## config.mk

```make
export PLATFORM = sky130hd
export DESIGN_NAME = rx_pin_ctrl
export DESIGN_NICKNAME = d
export VERILOG_FILES = /design/src/core/rx_pin_pkg.sv /design/src/core/rx_pin_ctrl.sv /design/src/core/rx_pin_drv.sv
export VERILOG_INCLUDE_DIRS = /design/src /design/src/core
export SDC_FILE = /design/constraint.sdc
export NUM_CORES = 1
export LEC_CHECK = 0
export ABC_AREA = 0
export BUFFER_PORTS_ARGS = -buffer_cell sky130_fd_sc_hd__buf_4
export CAP_MARGIN = 20
export CORE_ASPECT_RATIO = 1.1
export CORE_MARGIN = 3
export CORE_UTILIZATION = 49
export DETAILED_ROUTE_END_ITERATION = 7
export HOLD_SLACK_MARGIN = 0.03
export PLACE_DENSITY = 0.77
export SYNTH_ARGS = -nofsm -noshare
export SYNTH_HDL_FRONTEND = slang
export SYNTH_HIERARCHICAL = 1
export SYNTH_SLANG_ARGS = --single-unit
```

## constraint.sdc

```tcl
create_clock -name i_clock -period 0.9 [get_ports i_clock]
set_input_delay 0.225 -clock i_clock [delete_from_list [all_inputs] [get_ports i_clock]]
set_output_delay 0.225 -clock i_clock [all_outputs]
set_load 0.005 [all_outputs]
```

## src/core/rx_pin_map.svh

```systemverilog
// Offsets, bit positions, reset values, write mask and unmapped read value for the buffer-full pin block
`ifndef RX_PIN_MAP_SVH
`define RX_PIN_MAP_SVH
`define ADDR_PIN_CTRL 8'h00
`define ADDR_IRQ_STATUS 8'h01
`define ADDR_IRQ_MASK 8'h02
`define ADDR_RX_FLAGS 8'h03
`define BIT_B0_MODE 0
`define BIT_B1_MODE 1
`define BIT_B0_EN 2
`define BIT_B1_EN 3
`define BIT_B0_LEVEL 4
`define BIT_B1_LEVEL 5
`define PIN_CTRL_RESET 8'h00
`define PIN_CTRL_WMASK 8'h3F
`define IRQ_MASK_RESET 8'h00
`define UNMAPPED_READ 8'h00
`endif

```

## src/core/rx_pin_pkg.sv

```systemverilog
// Types shared by the buffer-full pin block
package rx_pin_pkg;
  typedef logic [7:0] reg8_t;
  typedef logic [7:0] addr_t;
  typedef enum logic [1:0] {
    PIN_OFF = 2'b00,
    PIN_LEVEL = 2'b01,
    PIN_IRQ = 2'b10
  } pin_mode_t;
endpackage

```

## src/core/rx_pin_ctrl.sv

```systemverilog
// Control register, interrupt status and two buffer-full pin drivers
//
// Operation
// - Bit 5 sets buffer-one pin level, used only in digital output mode.
// - Bit 5 reads zero while buffer-one pin is in interrupt mode.
// - Bit 4 sets buffer-zero pin level, used only in digital output mode.
// - Bit 4 reads zero while buffer-zero pin is in interrupt mode.
// - Bit 3 enables buffer-one pin; its mode bit picks the function.
// - Bit 2 enables buffer-zero pin; its mode bit picks the function.
// - A cleared enable bit puts that pin in high impedance.
// - Bit 1 set: buffer-one pin is a message interrupt; clear: digital output.
// - Bit 0 set: buffer-zero pin is a message interrupt; clear: digital output.
//
// The register addresses and the strobed register port were left to the implementer.
`timescale 1ns/1ps
`include "rx_pin_map.svh"
module rx_pin_ctrl (
  // Clock and reset
  input wire logic i_clock,
  input wire logic i_rstn,
  // Register port
  input wire rx_pin_pkg::addr_t i_addr,
  input wire rx_pin_pkg::reg8_t i_wdata,
  input wire logic i_write,
  input wire logic i_read,
  output rx_pin_pkg::reg8_t o_rdata,
  // Events from receive buffers
  input wire logic i_buf0_loaded,
  input wire logic i_buf1_loaded,
  // Pins
  output logic o_rx_buf0_full_pin,
  output logic o_rx_buf0_full_pin_oe,
  output logic o_rx_buf1_full_pin,
  output logic o_rx_buf1_full_pin_oe,
  // Interrupt
  output logic o_irq
);
  import rx_pin_pkg::*;

  ////////////////////////////////////////////////////////////////////////////
  // Reset release
  logic rst_meta_r;
  logic rst_n;

  always_ff @(posedge i_clock or negedge i_rstn) begin
    if (!i_rstn) begin
      rst_meta_r <= 1'b0;
      rst_n <= 1'b0;
    end else begin
      rst_meta_r <= 1'b1;
      rst_n <= rst_meta_r;
    end
  end

  ////////////////////////////////////////////////////////////////////////////
  // State
  typedef struct packed {
    logic [5:0] ctrl;
    logic [1:0] rx_full;
    logic [1:0] status;
    logic [1:0] mask;
    reg8_t rdata;
  } ctrl_state_t;

  ctrl_state_t st_r;
  ctrl_state_t st_nxt;
  pin_mode_t mode0;
  pin_mode_t mode1;
  logic [1:0] loaded;

  assign loaded = {i_buf1_loaded, i_buf0_loaded};

  // Control readback hides the level bit of a pin in interrupt mode
  function automatic reg8_t ctrl_view(input logic [5:0] c);
    reg8_t v;
    v = {2'b00, c};
    if (c[`BIT_B1_MODE]) begin
      v[`BIT_B1_LEVEL] = 1'b0;
    end
    if (c[`BIT_B0_MODE]) begin
      v[`BIT_B0_LEVEL] = 1'b0;
    end
    return v;
  endfunction

  always_comb begin
    reg8_t wmask;
    wmask = `PIN_CTRL_WMASK;
    st_nxt = st_r;
    st_nxt.rdata = `UNMAPPED_READ;
    if (i_write && i_addr == `ADDR_PIN_CTRL) begin
      st_nxt.ctrl = i_wdata[5:0] & wmask[5:0];
    end
    // Software clears a full flag by writing one; a new message wins
    if (i_write && i_addr == `ADDR_RX_FLAGS) begin
      st_nxt.rx_full = st_r.rx_full & ~i_wdata[1:0];
    end
    st_nxt.rx_full = st_nxt.rx_full | loaded;
    if (i_write && i_addr == `ADDR_IRQ_STATUS) begin
      st_nxt.status = st_r.status & ~i_wdata[1:0];
    end
    st_nxt.status = st_nxt.status | loaded;
    if (i_write && i_addr == `ADDR_IRQ_MASK) begin
      st_nxt.mask = i_wdata[1:0];
    end
    if (i_read) begin
      if (i_addr == `ADDR_PIN_CTRL) begin
        st_nxt.rdata = ctrl_view(st_r.ctrl);
      end else if (i_addr == `ADDR_IRQ_STATUS) begin
        st_nxt.rdata = {6'h00, st_r.status};
      end else if (i_addr == `ADDR_IRQ_MASK) begin
        st_nxt.rdata = {6'h00, st_r.mask};
      end else if (i_addr == `ADDR_RX_FLAGS) begin
        st_nxt.rdata = {6'h00, st_r.rx_full};
      end else begin
        st_nxt.rdata = `UNMAPPED_READ;
      end
    end
  end

  always_ff @(posedge i_clock or negedge rst_n) begin
    if (!rst_n) begin
      st_r <= '{ctrl: 6'h00, rx_full: 2'b00, status: 2'b00, mask: 2'b00, rdata: 8'h00};
    end else begin
      st_r <= st_nxt;
    end
  end

  assign o_rdata = st_r.rdata;
  assign o_irq = |(st_r.status & st_r.mask);

  ////////////////////////////////////////////////////////////////////////////
  // Pin drivers
  rx_pin_drv u_pin0 (
    .i_clock(i_clock),
    .i_rst_n(rst_n),
    .i_enable(st_r.ctrl[`BIT_B0_EN]),
    .i_mode_select(st_r.ctrl[`BIT_B0_MODE]),
    .i_level(st_r.ctrl[`BIT_B0_LEVEL]),
    .i_buf_full(st_r.rx_full[0]),
    .o_pin(o_rx_buf0_full_pin),
    .o_pin_oe(o_rx_buf0_full_pin_oe),
    .o_mode(mode0)
  );

  rx_pin_drv u_pin1 (
    .i_clock(i_clock),
    .i_rst_n(rst_n),
    .i_enable(st_r.ctrl[`BIT_B1_EN]),
    .i_mode_select(st_r.ctrl[`BIT_B1_MODE]),
    .i_level(st_r.ctrl[`BIT_B1_LEVEL]),
    .i_buf_full(st_r.rx_full[1]),
    .o_pin(o_rx_buf1_full_pin),
    .o_pin_oe(o_rx_buf1_full_pin_oe),
    .o_mode(mode1)
  );
endmodule // rx_pin_ctrl

```

## src/core/rx_pin_drv.sv

```systemverilog
// One buffer-full output pin: tristate, digital level or active-low interrupt
`timescale 1ns/1ps
module rx_pin_drv
  import rx_pin_pkg::*;
(
  // Clock and reset
  input wire logic i_clock,
  input wire logic i_rst_n,
  // Configuration
  input wire logic i_enable,
  input wire logic i_mode_select,
  input wire logic i_level,
  // Buffer state
  input wire logic i_buf_full,
  // Pin
  output logic o_pin,
  output logic o_pin_oe,
  output rx_pin_pkg::pin_mode_t o_mode
);
  import rx_pin_pkg::*;

  typedef struct packed {
    logic pin;
    logic oe;
  } drv_state_t;

  drv_state_t st_r;
  drv_state_t st_nxt;
  pin_mode_t mode;

  always_comb begin
    if (!i_enable) begin
      mode = PIN_OFF;
    end else if (i_mode_select) begin
      mode = PIN_IRQ;
    end else begin
      mode = PIN_LEVEL;
    end
  end

  always_comb begin
    st_nxt = st_r;
    case (mode)
      PIN_OFF: begin
        st_nxt.oe = 1'b0;
        st_nxt.pin = 1'b1;
      end
      PIN_IRQ: begin
        st_nxt.oe = 1'b1;
        st_nxt.pin = ~i_buf_full;
      end
      default: begin
        st_nxt.oe = 1'b1;
        st_nxt.pin = i_level;
      end
    endcase
  end

  always_ff @(posedge i_clock or negedge i_rst_n) begin
    if (!i_rst_n) begin
      st_r <= '{pin: 1'b1, oe: 1'b0};
    end else begin
      st_r <= st_nxt;
    end
  end

  assign o_pin = st_r.pin;
  assign o_pin_oe = st_r.oe;
  assign o_mode = mode;
endmodule // rx_pin_drv

```

==> summary by stage <==
Place
At the placement stage, the worst setup path has a slack of -0.5117 ns. The routability congestion estimate is 0.8147. In this run the tool buffered the top-level ports with 30 buffer cells. The post-detailed-placement half-perimeter wirelength is 1508 um.

Finish
The footprint of the multi-input gates is 421.7 um^2. The top cell types in the final layout, fill and taps aside, are 30 x buf_4, 22 x dfrtp_1, 15 x buf_6, 10 x nor2_1, 7 x mux2_2. The register area is 603.1 um^2. The fill cell instance count of the final layout is 154.

Cells with a size suffix above 1 make up 59.68% of the layout. The library cell used most frequently in the layout, excluding fill and tap cells, is buf_4. The count of nets after finishing is 148. The antenna cell count is 0.

The post-synthesis to final-layout area growth is 40.64%.

Critical path
The category of the most critical setup path is flip-flop to output pin. Among all stages on the critical path, the largest delay is contributed by dfrtp_1. The category of the worst setup path capture point is an output pin.

For the worst flop-to-flop path, the logic depth is 3. The stage delay of the slowest cell on the critical path is 0.41 ns. The count of buffer and inverter cells on the critical path is 2.

Of all nets on the critical path, the largest fanout is 2. Walking the worst path, the cells encountered are buf_4, a22o_1, buf_4. The arrival time at the worst endpoint is 1.18 ns. The cell class contributing the biggest share of worst-path delay is flip-flops.

The critical path startpoint category is a flip-flop. The launch point of the worst reg-to-reg path is st_r[9]. The data required time of the critical path is 0.67 ns. The register-to-register setup slack is -0.39 ns.

The worst register-to-register path ends at o_rdata[1]. The library cell appearing most often on the critical path is buf_4.

Timing
The max-slew violation total from the final report is 0. The final count of hold timing violations is 0. The share of the clock period used by the worst path after layout is 155.8%.

The worst setup slack after layout is -0.5026 ns. Setup repair after global routing could not meet its margin everywhere. The routed design could run at a clock period as short as 1.403 ns. The clock skew after layout is 0.008341 ns. The upper clock frequency limit is 712.9 MHz. Setup violations remaining at the end of the flow were counted as 28. Final hold analysis gives a worst-case slack of 0.1470 ns.

Synthesis
The synthesized area per cell is 12.50 um^2. For this run, the number of Yosys warnings is 6. The count of mapped cells out of synthesis is 85. After synthesis the cells add up to 0.001062 mm^2.

Power
The share of total power dissipated in the clock network is 24.3%. In this run switching power makes up 22.82% of total power. The sequential share of power is 61.2%. The internal power is 1.425 mW. The switching power total is 0.4214 mW. The analysis attributes to cell leakage a power of 0.6979 nW.

IR analysis of the VDD net gives a maximum drop of 0.0009822 V. The areal power density over the cells is 1236 mW/mm^2. The combinational share of power is 14.5%.

Floorplanning
After floorplanning, the core was sized to cover 0.002042 mm^2. For this configuration, the core starts out at a cell density of 52.02%. The die covers 0.002763 mm^2. The number of top-level pins is 35.

Measured along the x axis, the die boundary spans 50.40 um. The initialized floorplan defines 17 standard-cell rows. The height of the die is 54.83 um.

CTS
The tree is rooted in a clkbuf_4. The TritonCTS clock tree is built. Buffers inserted during clock tree synthesis total 3. The longest clock path from root to sink contains 2 buffers. The clock input transition at the sequential cells of the worst setup and hold paths is 0.12 ns.

The number of clock sinks is 24. CTS built an H-tree with a depth of 1. Clock latency on the worst-skew pair, taken at its later pin, is 0.30 ns.

Worst hold path
The worst hold path endpoint is st_r[19]. In this run the most critical hold path is launched from i_wdata[5]. The hold path depth is 2. The path type of the worst min-delay path is input port to flip-flop.

Route
The total iterations of the first detailed-routing run is 4. In the routed design, unresolved DRC markers number 0. The mean routed wirelength per cell is 14.24 um. The detailed router finished its first iteration with 3 violations. Wires add up to 2164 um. The via-per-instance ratio is 5.105. The number of nets with antenna violations after routing is 0.

The number of vias after detailed routing is 776.

GRT
After global routing the overflow that remains totals 0. The maximum number of pins on one net before global-route repair is 23. The via count of the first global-routing pass came to 777. The total global-route track usage is 16.65%. The initial antenna violation count came to 0.

The global-route wire length before repair is 3353 um.

Status
The final reports fail on negative setup slack. The flow ran to the end, but the final reports show violations.

Flow run
Max-cap violations in this run came to 0.
==> flip-flops by register name, summed over array words and instances, names as in the netlist <==
| signal | count |
|---|---|
| st_r | 12 |
| u_pin0/o_pin | 1 |
| o_rdata | 6 |
| rst_meta_r | 1 |
| u_pin1/o_pin_oe | 1 |
| rst_n | 1 |
| u_pin1/o_pin | 1 |
| u_pin0/o_pin_oe | 1 |
==> power groups by stage <==
stage	logic (mW)	clock network [mW]	registers, mW
finish	0.268	0.449	1.13
global route	0.293	0.510	1.13
CTS	0.260	0.461	1.13
detailed placement	0.239	0	1.15
global placement	0.232	0	1.15
floorplan	0.0896	0	1.16
==> timing repair <==
item	in CTS	in global routing
pin swaps	2	4
gates resized for setup	17	7
hold buffers	1	0
setup endpoints to repair	28	30
endpoints found under the hold margin	2	0
buffers inserted	2	3
==> layout make-up <==
class	instances	share of cell area, %
sequential	24	40.37
multi-input combinational	49	28.22
timing repair buffer	46	27.05
tap	28	2.345
clock buffer	3	1.508
inverter	2	0.5025
==> how the worst max path moves through the flow <==
stage          startpoint       end  slack (ns)  cells past startpoint
3_5_place_dp    i_addr[4]   st_r[9]       -0.51                      4
6_report          st_r[8]     o_irq       -0.50                      3
2_1_floorplan   i_addr[4]  st_r[14]       -0.26                      3
3_3_place_gp    i_addr[4]  st_r[19]       -0.47                      4
4_1_cts           st_r[8]     o_irq       -0.50                      3
5_1_grt           st_r[8]     o_irq       -0.55                      3
==> layer usage <==
metal  global-route usage, %  wire length [um]
met1                   20.10               886
met2                   28.91              1152
met3                   3.815               107
met4                   7.175                18
met5                       0                 0
==> metrics by stage <==
| step | TNS [ns] | util, % | instance area (um^2) | power, mW | std cells |
|---|---|---|---|---|---|
| after global routing | -4.896 | 73.16 | 1494 | 1.937 | 152 |
| after global placement | -7.362 | 65.63 | 1340 | 1.380 | 144 |
| final | -3.956 | 73.16 | 1494 | 1.847 | 152 |
| after CTS | -3.597 | 71.08 | 1451 | 1.850 | 150 |
| after floorplan | -3.343 | - | 1069 | 1.251 | 86 |
| after detailed placement | -8.129 | 65.63 | 1340 | 1.388 | 144 |
==> worst register-to-register path: cells and delay by family, from the launching register on <==
family	cells	cell delay, ns
simple gates	1	0.17
flops	1	0.42
mux	1	0.48
buf+inv	1	0.13
No activity file was read; power rests on OpenSTA's default activity.
